<file path="src/design/pmc_pkg.sv">
/*
 * Package for the power-mode clock controller: register offset, bit
 * positions, reset values, wake delay counts and the state enum.
 * Assumes a single 125 MHz core clock domain.
 */
package pmc_pkg;

	localparam logic [7:0] POWER_MODE_CONTROL_ADDR = 8'h87;
	localparam logic [7:0] POWER_MODE_CONTROL_RESET = 8'h00;

	localparam int IDLE_BIT = 0;
	localparam int PDOWN_BIT = 1;
	localparam int GF0_BIT = 2;
	localparam int GF1_BIT = 3;
	localparam int SHORT_WAKE_DELAY_SELECT_BIT = 4;
	localparam int RFI_BIT = 5;
	localparam int ARD_BIT = 6;
	localparam int BAUD_DOUBLE_BIT = 7;

	// Wake delay in oscillator periods; one period is one core_clk cycle
	localparam int LONG_WAKE_PERIODS = 1024;
	localparam int SHORT_WAKE_PERIODS = 32;
	localparam logic [10:0] LONG_WAKE_CYCLES = 11'(LONG_WAKE_PERIODS);
	localparam logic [10:0] SHORT_WAKE_CYCLES = 11'(SHORT_WAKE_PERIODS);

	typedef enum logic [1:0] {
		ST_RUN,
		ST_IDLE,
		ST_PDOWN,
		ST_WAKE
	} pm_state_e;

	// Special function register write/read port
	typedef struct packed {
		logic wr;
		logic rd;
		logic [7:0] addr;
		logic [7:0] wdata;
	} sfr_req_s;

	// Pin values presented to the pads
	typedef struct packed {
		logic ale;
		logic prog_strobe;
		logic [7:0] port_two;
		logic osc_in_pulldown;
		logic osc_out_pulldown;
		logic osc_current_on;
		logic osc_clock_on;
		logic clk_out_sel;
	} pin_ctl_s;

endpackage

</file>
<file path="src/design/power_mode_clock_control.sv">
/*
 * Power-mode clock controller: power mode control register, idle and
 * power-down sequencing, wake delay, pin states and clock gating.
 * Assumes the core writes the register at instruction end and that
 * the other SFRs, RAM and the peripherals live outside.
 */
// Overview of operation
// Idle gates CPU clock, peripherals keep running
// Idle bit write enters idle after instruction
// Idle preserves CPU state and memories
// Enabled interrupt clears idle bit, resumes
// Reset ending idle held two machine cycles
// Reset restores registers, leaves RAM untouched
// Power-down bit stops oscillator, keeps contents
// Only power-down bit or detector stop oscillator
// Power-down ports hold latch, strobes fixed
// Port two returns to latch in power-down
// Wake on irq two-nine, reset, detector, clock
// Wake delay 1024 or 32 periods
// Power-down wins over simultaneous idle request
// Register resets to zero, not bit addressable
// Baud double bit doubles serial rate
// Aux RAM disable routes moves externally
// Interference bit stops address strobe toggling
// General flags hold written value
// Power-down pulls oscillator pins low, disabled
// Clock output bit drives clock onto pin
// Software stops EEPROM before power-down
// Wake reset held until oscillator stable
`timescale 1ns/1ps
module power_mode_clock_control
	import pmc_pkg::*;
(
	// Clock and reset
	input wire logic core_clk,
	input wire logic rst,
	input wire logic clk_en,
	// Register port from the core
	input wire sfr_req_s sfr_req,
	input wire logic instr_done,
	output logic [7:0] sfr_rdata,
	output logic sfr_hit,
	// Wake and entry sources
	input wire logic [7:0] ext_irq_lines_two_to_nine,
	input wire logic [7:0] ext_irq_enable,
	input wire logic irq_accepted,
	input wire logic low_voltage_detector_pd,
	input wire logic low_voltage_detector_wake,
	input wire logic rtc_wake,
	// Pin sources from the bus unit
	input wire logic ale_normal,
	input wire logic prog_store_normal,
	input wire logic ext_fetch,
	input wire logic [7:0] port_two_address,
	input wire logic [7:0] port_two_latch,
	input wire logic clock_output_enable,
	// Clock gating and mode status
	output logic cpu_clk_en,
	output logic periph_clk_en,
	output pin_ctl_s pins,
	output logic baud_double,
	output logic aux_ram_disable,
	output logic idle_active,
	output logic pdown_active
);

	typedef struct packed {
		pm_state_e state;
		logic [7:0] power_mode_control;
		logic [7:0] rdata;
		logic hit;
		logic idle_pend;
		logic pd_pend;
		logic cpu_en;
		logic per_en;
		pin_ctl_s pins;
		logic [2:0] irq_sync1;
		logic [2:0] irq_sync2;
		logic [2:0] irq_sync3;
		logic [7:0] irq_a;
		logic [7:0] irq_b;
		logic [7:0] irq_c;
		logic wake_start;
		logic idle_flag;
		logic pd_flag;
	} pmc_s;

	pmc_s st_q;
	pmc_s st_d;
	logic wd_busy;
	logic wd_done;
	logic irq_wake;
	logic src_wake;
	logic lvd_entry;
	logic [7:0] power_mode_control_wr;

	function automatic logic addr_hit(input logic [7:0] a);
		addr_hit = (a == POWER_MODE_CONTROL_ADDR);
	endfunction

	wake_delay_counter u_wake (
		.core_clk(core_clk),
		.rst(rst),
		.clk_en(clk_en),
		.start(st_q.wake_start),
		.short_sel(st_q.power_mode_control[SHORT_WAKE_DELAY_SELECT_BIT]),
		.busy(wd_busy),
		.done(wd_done)
	);

	////////////////////////////////////////////////////////////////////////
	// Next state

	always_comb begin
		st_d = st_q;
		st_d.wake_start = 1'b0;
		// Pins stay asynchronous: agree on second and third stage
		st_d.irq_a = ext_irq_lines_two_to_nine;
		st_d.irq_b = st_q.irq_a;
		st_d.irq_c = st_q.irq_b;
		st_d.irq_sync1 = {low_voltage_detector_pd, low_voltage_detector_wake, rtc_wake};
		st_d.irq_sync2 = st_q.irq_sync1;
		st_d.irq_sync3 = st_q.irq_sync2;
		irq_wake = |(st_q.irq_b & st_q.irq_c & ext_irq_enable);
		src_wake = |(st_q.irq_sync2[1:0] & st_q.irq_sync3[1:0]);
		lvd_entry = st_q.irq_sync2[2] && st_q.irq_sync3[2];
		power_mode_control_wr = sfr_req.wdata;
		st_d.hit = sfr_req.rd && addr_hit(sfr_req.addr);
		st_d.rdata = st_d.hit ? st_q.power_mode_control : 8'h00;
		// Whole-byte write only; no bit addressing
		if (sfr_req.wr && addr_hit(sfr_req.addr)) begin
			st_d.power_mode_control = power_mode_control_wr;
			if (power_mode_control_wr[PDOWN_BIT]) begin
				st_d.pd_pend = 1'b1;
				st_d.idle_pend = 1'b0;
				st_d.power_mode_control[IDLE_BIT] = 1'b0;
			end else if (power_mode_control_wr[IDLE_BIT]) begin
				st_d.idle_pend = 1'b1;
			end
		end
		case (st_q.state)
			ST_RUN: begin
				if (instr_done && (st_d.pd_pend || lvd_entry)) begin
					st_d.state = ST_PDOWN;
					st_d.pd_pend = 1'b0;
					st_d.idle_pend = 1'b0;
				end else if (instr_done && st_d.idle_pend) begin
					st_d.state = ST_IDLE;
					st_d.idle_pend = 1'b0;
				end
			end
			ST_IDLE: begin
				// CPU state frozen by gated clock, peripherals live
				if (irq_accepted) begin
					st_d.power_mode_control[IDLE_BIT] = 1'b0;
					st_d.state = ST_RUN;
				end
			end
			ST_PDOWN: begin
				if (irq_wake || src_wake) begin
					st_d.state = ST_WAKE;
					st_d.wake_start = 1'b1;
				end
			end
			ST_WAKE: begin
				if (wd_done) begin
					st_d.power_mode_control[PDOWN_BIT] = 1'b0;
					st_d.state = ST_RUN;
				end
			end
			default: st_d.state = ST_RUN;
		endcase
		// Clock gating per the state being entered
		st_d.cpu_en = (st_d.state == ST_RUN);
		st_d.per_en = (st_d.state == ST_RUN) || (st_d.state == ST_IDLE);
		st_d.idle_flag = (st_d.state == ST_IDLE);
		st_d.pd_flag = (st_d.state == ST_PDOWN);
		// Pin states
		if (st_d.state == ST_PDOWN || st_d.state == ST_WAKE) begin
			st_d.pins.ale = 1'b0;
			st_d.pins.prog_strobe = 1'b1;
			st_d.pins.port_two = port_two_latch;
			st_d.pins.osc_in_pulldown = (st_d.state == ST_PDOWN);
			st_d.pins.osc_out_pulldown = (st_d.state == ST_PDOWN);
			st_d.pins.osc_current_on = (st_d.state != ST_PDOWN);
			st_d.pins.osc_clock_on = (st_d.state != ST_PDOWN);
			st_d.pins.clk_out_sel = 1'b0;
		end else begin
			st_d.pins.ale = (st_d.state == ST_IDLE) ? 1'b1 :
				(st_d.power_mode_control[RFI_BIT] ? 1'b1 : ale_normal);
			st_d.pins.prog_strobe = (st_d.state == ST_IDLE) ? 1'b1 : prog_store_normal;
			st_d.pins.port_two = ext_fetch ? port_two_address : port_two_latch;
			st_d.pins.osc_in_pulldown = 1'b0;
			st_d.pins.osc_out_pulldown = 1'b0;
			st_d.pins.osc_current_on = 1'b1;
			st_d.pins.osc_clock_on = 1'b1;
			st_d.pins.clk_out_sel = clock_output_enable;
		end
	end

	////////////////////////////////////////////////////////////////////////
	// State register

	always_ff @(posedge core_clk or posedge rst) begin
		if (rst) begin
			st_q <= '0;
			st_q.state <= ST_RUN;
			st_q.power_mode_control <= POWER_MODE_CONTROL_RESET;
			st_q.cpu_en <= 1'b1;
			st_q.per_en <= 1'b1;
			st_q.pins.ale <= 1'b1;
			st_q.pins.prog_strobe <= 1'b1;
			st_q.pins.osc_current_on <= 1'b1;
			st_q.pins.osc_clock_on <= 1'b1;
		end else if (clk_en) begin
			st_q <= st_d;
		end
	end

	assign sfr_rdata = st_q.rdata;
	assign sfr_hit = st_q.hit;
	assign cpu_clk_en = st_q.cpu_en;
	assign periph_clk_en = st_q.per_en;
	assign pins = st_q.pins;
	assign baud_double = st_q.power_mode_control[BAUD_DOUBLE_BIT];
	assign aux_ram_disable = st_q.power_mode_control[ARD_BIT];
	assign idle_active = st_q.idle_flag;
	assign pdown_active = st_q.pd_flag;

	////////////////////////////////////////////////////////////////////////
	// Checks

	idle_gates_cpu_a: assert property (@(posedge core_clk) disable iff (rst)
		st_q.state == ST_IDLE |-> !cpu_clk_en && periph_clk_en)
		else $error("idle mode clock gating wrong");

	pd_osc_off_a: assert property (@(posedge core_clk) disable iff (rst)
		st_q.state == ST_PDOWN |-> !pins.osc_clock_on && !pins.osc_current_on)
		else $error("oscillator not off in power-down");

	pd_strobes_a: assert property (@(posedge core_clk) disable iff (rst)
		st_q.state == ST_PDOWN |-> !pins.ale && pins.prog_strobe)
		else $error("strobes wrong in power-down");

	pd_wins_a: assert property (@(posedge core_clk) disable iff (rst)
		clk_en && sfr_req.wr && addr_hit(sfr_req.addr) && sfr_req.wdata[1]
		|=> !st_q.power_mode_control[IDLE_BIT] && !st_q.idle_pend)
		else $error("idle taken with power-down");

	flags_hold_a: assert property (@(posedge core_clk) disable iff (rst)
		clk_en && sfr_req.wr && addr_hit(sfr_req.addr)
		|=> st_q.power_mode_control[3:2] == $past(sfr_req.wdata[3:2]))
		else $error("general flags not stored");

	idle_exit_a: assert property (@(posedge core_clk) disable iff (rst)
		clk_en && st_q.state == ST_IDLE && irq_accepted
		|=> st_q.state == ST_RUN && !st_q.power_mode_control[IDLE_BIT])
		else $error("interrupt did not end idle");

	short_wake_a: assert property (@(posedge core_clk) disable iff (rst || !clk_en)
		st_q.wake_start && st_q.power_mode_control[SHORT_WAKE_DELAY_SELECT_BIT] |-> ##33 wd_done)
		else $error("short wake delay wrong");

	wake_clock_off_a: assert property (@(posedge core_clk) disable iff (rst)
		st_q.state == ST_WAKE |-> !cpu_clk_en && (st_q.wake_start || wd_busy || wd_done))
		else $error("cpu clock on during wake delay");

	baud_follow_a: assert property (@(posedge core_clk) disable iff (rst)
		clk_en && sfr_req.wr && addr_hit(sfr_req.addr)
		|=> baud_double == $past(sfr_req.wdata[BAUD_DOUBLE_BIT])
		&& aux_ram_disable == $past(sfr_req.wdata[ARD_BIT]))
		else $error("mode outputs do not follow register");

	idle_entry_a: assert property (@(posedge core_clk) disable iff (rst)
		clk_en && st_q.state == ST_RUN && instr_done && sfr_req.wr && addr_hit(sfr_req.addr)
		&& sfr_req.wdata[IDLE_BIT] |=> !cpu_clk_en && (idle_active || pdown_active))
		else $error("idle request did not stop cpu clock");

	pd_entry_a: assert property (@(posedge core_clk) disable iff (rst)
		clk_en && st_q.state == ST_RUN && instr_done && sfr_req.wr && addr_hit(sfr_req.addr)
		&& sfr_req.wdata[PDOWN_BIT] |=> pdown_active && st_q.power_mode_control[PDOWN_BIT])
		else $error("power-down request not taken");

	pd_entry_point_a: assert property (@(posedge core_clk) disable iff (rst)
		$rose(pdown_active) |-> $past(instr_done) && $past(st_q.state) == ST_RUN)
		else $error("power-down entered outside an instruction end");

	port_two_pd_a: assert property (@(posedge core_clk) disable iff (rst)
		st_q.state == ST_PDOWN && $past(clk_en) |-> pins.port_two == $past(port_two_latch))
		else $error("port two not from latch in power-down");

	idle_hold_a: assert property (@(posedge core_clk) disable iff (rst)
		clk_en && st_q.state == ST_IDLE && !irq_accepted |=> idle_active && !cpu_clk_en)
		else $error("idle left without interrupt");

	rfi_ale_a: assert property (@(posedge core_clk) disable iff (rst)
		st_q.state == ST_RUN && st_q.power_mode_control[RFI_BIT] |-> pins.ale)
		else $error("address strobe toggles with reduction set");

	clk_out_a: assert property (@(posedge core_clk) disable iff (rst)
		st_q.state == ST_RUN && !$past(rst) && $past(clk_en) && $past(clock_output_enable)
		|-> pins.clk_out_sel)
		else $error("clock output select not driven");

	read_hit_a: assert property (@(posedge core_clk) disable iff (rst)
		clk_en && sfr_req.rd && addr_hit(sfr_req.addr)
		|=> sfr_hit && sfr_rdata == $past(st_q.power_mode_control))
		else $error("register read not answered");

	read_miss_a: assert property (@(posedge core_clk) disable iff (rst)
		clk_en && !(sfr_req.rd && addr_hit(sfr_req.addr)) |=> !sfr_hit && sfr_rdata == 8'h00)
		else $error("read data outside a register read");

	wake_done_a: assert property (@(posedge core_clk) disable iff (rst)
		clk_en && st_q.state == ST_WAKE && wd_done
		|=> cpu_clk_en && !pdown_active && !st_q.power_mode_control[PDOWN_BIT])
		else $error("run not resumed after wake delay");

endmodule

</file>
<file path="src/design/wake_delay_counter.sv">
/*
 * Wake-up stabilisation counter: counts the chosen number of cycles
 * after start and then raises done for one cycle.
 * Assumes start is a one-cycle pulse from the same clock domain.
 */
`timescale 1ns/1ps
module wake_delay_counter
	import pmc_pkg::*;
(
	// Clock and reset
	input wire logic core_clk,
	input wire logic rst,
	input wire logic clk_en,
	// Control
	input wire logic start,
	input wire logic short_sel,
	// Status
	output logic busy,
	output logic done
);

	typedef struct packed {
		logic [10:0] cnt;
		logic busy;
		logic done;
	} wdc_s;

	wdc_s st_q;
	wdc_s st_d;

	always_comb begin
		st_d = st_q;
		st_d.done = 1'b0;
		if (start) begin
			st_d.busy = 1'b1;
			st_d.cnt = short_sel ? SHORT_WAKE_CYCLES - 11'h001 : LONG_WAKE_CYCLES - 11'h001;
		end else if (st_q.busy) begin
			if (st_q.cnt == 11'h000) begin
				st_d.busy = 1'b0;
				st_d.done = 1'b1;
			end else begin
				st_d.cnt = st_q.cnt - 11'h001;
			end
		end
	end

	always_ff @(posedge core_clk or posedge rst) begin
		if (rst) begin
			st_q <= '0;
		end else if (clk_en) begin
			st_q <= st_d;
		end
	end

	assign busy = st_q.busy;
	assign done = st_q.done;

endmodule

</file>
<file path="config.mk">
export PLATFORM = sky130hd
export DESIGN_NAME = power_mode_clock_control
export DESIGN_NICKNAME = d
export VERILOG_FILES = /design/src/design/pmc_pkg.sv /design/src/design/power_mode_clock_control.sv /design/src/design/wake_delay_counter.sv
export SDC_FILE = /design/constraint.sdc
export NUM_CORES = 1
export LEC_CHECK = 0
export ABC_AREA = 1
export BUFFER_PORTS_ARGS = -buffer_cell sky130_fd_sc_hd__buf_2
export CAP_MARGIN = 10
export CORE_ASPECT_RATIO = 1.25
export CORE_MARGIN = 2
export CORE_UTILIZATION = 40
export CTS_BUF_LIST = sky130_fd_sc_hd__clkbuf_16
export DETAILED_ROUTE_END_ITERATION = 8
export PLACE_DENSITY = 0.6
export RECOVER_POWER = 50
export SYNTH_ARGS = -nofsm -noshare
export SYNTH_HDL_FRONTEND = slang
export SYNTH_SLANG_ARGS = --single-unit
</file>
<file path="constraint.sdc">
create_clock -name core_clk -period 6.07 [get_ports core_clk]
set_clock_uncertainty 0.15 [all_clocks]
set_input_delay 0.607 -clock core_clk [delete_from_list [all_inputs] [get_ports core_clk]]
set_output_delay 0.607 -clock core_clk [all_outputs]
set_load 0.03 [all_outputs]
</file>
Word-level counts from Yosys, hierarchy flattened --
Index checks and enable logic that the tools add are counted.
Word-level totals: memories 0, input port bits 62, RAM bits 0, bits in registers 87, memory bits (read-only) 0, word-level logic and storage cells 93, output and inout port bits 30, bits in latches 0
Operators by class: add/subtract/negate cells 1, equal/unequal tests 9, shifts and indexed selects 0, multiplexer cells 34, $mul 0, magnitude comparators 0, bitwise logic cells 3, reductions and logical operators 17, divide/modulo/power cells 0
Operators by type and width (number):
- two-way mux 1 bit | 17
- bitwise AND 8 bit | 2
- two-way mux 2 bit | 8
- two-way mux 8 bit | 2
- two-way mux 15 bit | 1
- two-way mux 13 bit | 1
- two-way mux 12 bit | 1
- zero test 11 bit | 1
- two-way mux 11 bit | 1
- subtractor 11 x 1 -> 11 bit (second input constant) | 1
- two-way mux 10 bit | 1
- == test 2 bit (second input constant) | 4
- == test 8 bit (second input constant) | 1
- case mux 2 bit (4 select lines) | 1
- OR reduction 8 bit | 1
- two-way mux 6 bit | 1
- logical AND 1 bit | 5
- == test 2 x 1 -> 1 bit (second input constant) | 2
- zero test 2 bit | 2
- logical OR 1 bit | 4
- inequality test 2 bit (second input constant) | 2
- AND reduction 3 bit | 1
- bitwise AND 2 bit | 1
- AND reduction 2 bit | 1
- other kinds (2) | 2

Depth between registers and ports, before layout --
depth in word-level cells 10, gate-level depth with buffers 13, depth with buffers taken out 12

By module --
A second synthesis with hierarchy kept.
Second synthesis, totals: cell total of the unflattened synthesis 545, area, all modules 4347.9 sq um
Modules (own cells, without submodules):
- power_mode_clock_control | area each 3499.6 sq um, cells an instance 420, instances 1, sequential area each 1808.0 sq um
- wake_delay_counter | area each 848.3 sq um, cells an instance 125, instances 1, sequential area each 325.3 sq um

Worst setup path after synthesis --
No wires, ideal clock.
kind input-to-reg, start point input sfr_req[14] (netlist name), end point register, netlist name pins[12], stages 13, setup time 0.117 ns, data required time 5.803 ns, path buffers 1, path slack 4.256 ns, arrival 1.548 ns, path through inv_1 > nand2_1 > nor2_2 > nand4_2 > nand3_2 > nand2_2 > nand2_4 > nand2_4 > buf_6 > nand2_1 > nand2_1 > nand2_1 > nand2_1
Between the ends: word-level cells in the longest chain between the ends 10, elaborated cells on any way between the ends 13, those cells by class eq/ne: 3; mux: 5; reduce/logical: 5
RTL lines:
- start: declaration | line power_mode_clock_control.sv:39 | input wire sfr_req_s sfr_req,
- == test 8 bit (*) | line power_mode_clock_control.sv:98 | addr_hit = (a == POWER_MODE_CONTROL_ADDR);
- logical AND 1 bit (*) | line power_mode_clock_control.sv:131 | if (sfr_req.wr && addr_hit(sfr_req.addr)) begin
- two-way mux 2 bit (*) | line power_mode_clock_control.sv:131
- logical AND 1 bit or logical OR 1 bit (tied branches) | line power_mode_clock_control.sv:147, power_mode_clock_control.sv:143
- two-way mux 2 bit or logical AND 1 bit (tied branches) | line power_mode_clock_control.sv:147, power_mode_clock_control.sv:143
- two-way mux 2 bit (*) | line power_mode_clock_control.sv:143 | if (instr_done && (st_d.pd_pend || lvd_entry)) begin
- case mux 2 bit (4 select lines) (*) | line power_mode_clock_control.sv:141 | case (st_q.state)
- == test 2 bit | line power_mode_clock_control.sv:179 | if (st_d.state == ST_PDOWN || st_d.state == ST_WAKE) begin
- logical OR 1 bit (*) | line power_mode_clock_control.sv:179
- two-way mux 15 bit (*) | line power_mode_clock_control.sv:179
Every way passes the cells marked *; elsewhere a longest branch is shown, timed or not. A chain may end at the register's enable or synchronous reset.

==> results.txt <==
The startpoint-to-endpoint class of the critical path is primary input to flip-flop. The core region is 0.0101 mm². The total via count after detailed routing is 3297. The final critical path takes up roughly two fifths of the cycle.

The violation count after the first detailed-route iteration is just over 200. The number of clock sinks came out at 85. The worst slack after detailed placement came out at 3.23 ns. Ranked by instance count, the synthesized netlist is headed by sky130_fd_sc_hd__nand2_1, sky130_fd_sc_hd__dfrtp_1, sky130_fd_sc_hd__o21ai_0. In the synthesized netlist the dominant register cell turns out to be sky130_fd_sc_hd__dfrtp_1. Global routing used between 10% and 20% of the available tracks.

In this run the register-to-register setup slack is 4.00 ns. In the final layout, the share of cells above drive strength 1 is 23.4%. The number of buffers created by CTS is 9.

The clock root buffer master is sky130_fd_sc_hd__clkbuf_16. The power spent charging and discharging nets came out at a little under 0.7 mW. The leakage power figure is 2.46 nW. Dividing the detail-routed wire length by the instance count gives 12.4 µm.

The combinational share of power is 29.4%. The fraction of power spent switching nets is around 37%. The power after layout came out at between 1.5 and 2 mW. The filler cells instantiated in the layout total 983.

The number of diodes added for antenna fixing is 0. The final setup TNS came out at 0 ns. For this design the ratio of total power to cell area is 389 mW/mm².

The shortest clock period the worst path allows after layout is 2.43 ns. The total of buffers placed on input and output ports is 91. Dividing the synthesized area by the synthesized cell count gives 8.36 µm². The via count of the first global-routing pass is 3166. The instance count of the mapped netlist came out at 497. The clock-pin slew on the worst setup and hold paths came out at 0.06 ns. The overall die width came out at between 90 and 100 µm. The clock tree from TritonCTS is built.

Wires add up to between 8 and 9 mm. The total setup violations reported at the end of the flow is 0. The cell area after synthesis came out at between 0.004 and 0.005 mm². The first-pass detailed-route iteration total came out at 5.

The buffer count from post-CTS setup fixing is 0. The worst setup path is captured at a flip-flop. The maximum number of pins on one net before global-route repair is 86. The initial utilization of the core area, before any placement, comes to 41.1%. The count of nets after finishing came out at 623.

The number of hold violations in the final report came out at 0. The routing usage on met3 came out at 3.59%. For the pin with the worst max-slew slack, the measured transition is between 1 and 1.5 ns. The worst slew margin relative to its limit came out at 29.3%. For this run, the number of Yosys warnings is 0. The count of final max-slew check failures is 0. Row generation in the floorplan step produced 41 rows.

The number of gates given a new drive strength after cts came out at 0. The clock latency at the later pin of the worst-skew pair came out at 0.33 ns. The maximum vdd drop is 0.178 mV.

In this run the vertical extent of the chip is about 120 µm. The number of nets still failing antenna checks after routing is 0. Synthesis produced a netlist with a net count of between 500 and 600.

The fraction of met2 tracks used by global routing came out at 26.1%. The synthesized design spends more area on one cell type than any other, namely sky130_fd_sc_hd__dfrtp_1. For this design the top-level I/O count stands at 92. STA classifies the critical path startpoint as a primary input. The first-pass GRT wire length is 14.6 mm. The number of register bits inferred by synthesis is 85. The via density per instance is between 4 and 5. Yosys mapped a number of flops with a built-in enable equal to 0. The run finished with clean final reports. The share of async-settable or async-resettable flops after synthesis came out at 100%. The initial antenna violation count is 0. The sequential share of power is 41.3%. The total global routing overflow is 0. The number of instances in the placed design is 678. Yosys instantiated no cell more often than sky130_fd_sc_hd__nand2_1. The die area is roughly 0.011 mm². The most congested layer reported by global routing is met2.

The half-perimeter wire length after detailed placement came out at 6.00 mm. The met1 usage came out at between 20% and 30%. The internal portion of the total power is 1.18 mW. The final setup slack of the worst path came out at 3.64 ns. Synthesis instantiated 33 different standard cells from the library. Ranked by total cell area, the synthesized netlist is headed by sky130_fd_sc_hd__dfrtp_1, sky130_fd_sc_hd__nand2_1, sky130_fd_sc_hd__o21ai_0, sky130_fd_sc_hd__inv_1, sky130_fd_sc_hd__nand3_1.

The data arrival at the endpoint of the critical path is 2.45 ns. Setup repair after global routing left no endpoint under its margin. After routing the design area is about 0.0048 mm². The placed cell area came out at 0.00452 mm². The clock share of power is between 20 and 30%. The number of remaining DRC errors came out at 0. The share of the yosys chip area belonging to registers came out at between 50% and 60%. The top-area cell type share of the netlist area came out at roughly half. The count of hold-fix buffers inserted at cts is 0. The maximum clock rate came out at 0.411 GHz. The maximum level of the CTS H-tree is 3. The maximum buffer depth of the clock tree came out at 2. The maximum fanout encountered on the critical timing path came out at 63.

Data on the critical path is required at its endpoint by ~6 ns. After the flow finishes, the layout carries non-filler instances totaling 694. The congestion estimate from routability-driven global placement came to 0.781.

The worst min-delay path category is primary input to flip-flop. The layout overhead on the synthesized area is 15.7%. The max-cap violation count is 0.
area by class of cell:
class / count / area (µm²) / share of cell area (%)
clock inverters: 7 / 75.1 / 1.56
flip-flops and latches: 85 / 2130 / 44.4
inverters: 53 / 200 / 4.17
multi-input cells: 319 / 1570 / 32.6
repair buffers: 92 / 444 / 9.24
well taps: 129 / 161 / 3.36
clock buffers: 9 / 225 / 4.69
registers in the layout, indices dropped and copies added (netlist names):
signal / cells
st_d: 22
st_q: 22
pins: 13
u_wake.st_q: 11
sfr_rdata: 8
aux_ram_disable: 1
baud_double: 1
cpu_clk_en: 1
idle_active: 1
pdown_active: 1
periph_clk_en: 1
sfr_hit: 1
u_wake.busy: 1
u_wake.done: 1
per-stage QoR:
step | util, % | hold WS [ns]
finish | 47.5 | 0.321
global route | 47.5 | 0.329
CTS | 47.7 | 0.316
detailed placement | 44.8 | 0.308
global placement | 44.8 | 0.303
floorplan | - | 0.292
power groups by stage:
| stage | registers (mW) | clock network [mW] | logic (mW) |
|---|---|---|---|
| 2_1_floorplan | 0.774 | 0 | 0.471 |
| 3_3_place_gp | 0.779 | 0 | 0.549 |
| 3_5_place_dp | 0.781 | 0 | 0.561 |
| 4_1_cts | 0.772 | 0.561 | 0.564 |
| 5_1_grt | 0.789 | 0.585 | 0.624 |
| 6_report | 0.771 | 0.547 | 0.550 |
critical path, stage by stage:
cell and delay [ns]:
sky130_fd_sc_hd__buf_2 0.77, sky130_fd_sc_hd__inv_2 0.69, sky130_fd_sc_hd__nand2_1 0.21, sky130_fd_sc_hd__o21ai_0 0.10
kinds of logic (layout without fill, tap and decap cells):
logic type / Yosys count / count (layout) / synth area share [%]
AO/OA/AOI/OAI: 71 / 71 / 9.31
flip-flops: 85 / 85 / 51.4
XOR/XNOR: 1 / 1 / 0.211
adder cells (fa/ha/maj): 1 / 1 / 0.301
AND/OR/NAND/NOR: 232 / 232 / 24.1
multiplexers: 14 / 14 / 3.80
buffers and inverters: 93 / 161 / 10.9
metal layers:
layer  vias to the layer above  wire length (µm)
met2                        69              4250
met3                         9               334
met4                         0               108
met5                         -                 0
li1                       1693                 -
met1                      1526              3920
cell usage in the layout (no fill, tap or decap), drive strengths merged:
cell      Yosys  routed
nand3b        1       1
xor2          1       1
a22oi         6       6
clkinv        0       2
nand2       165     165
buf          34      77
ha            1       1
nor2         21      21
dfstp         5       5
nor3          1       1
o21ai        55      55
o21a          1       1
o31ai         1       1
clkbuf        6      24
bufinv        0       1
nand3        38      38
inv          53      53
a31oi         2       2
clkinvlp      0       4
dfrtp        80      80
a21oi         5       5
mux2         14      14
nand4         6       6
o22ai         1       1
final timing paths:
path	startpoint	to	cells after the start
min	ext_irq_lines_two_to_nine[4]	st_d[15]	3
max	clk_en	st_q[29]	4
min in group asynchronous	rst	sfr_rdata[7]	3
max in group asynchronous	rst	u_wake.st_q[8]	3
min reg2reg	st_d[32]	st_d[32]	2
max reg2reg	u_wake.st_q[2]	u_wake.st_q[10]	10
Note: power is estimated with default switching activity, not from simulation.
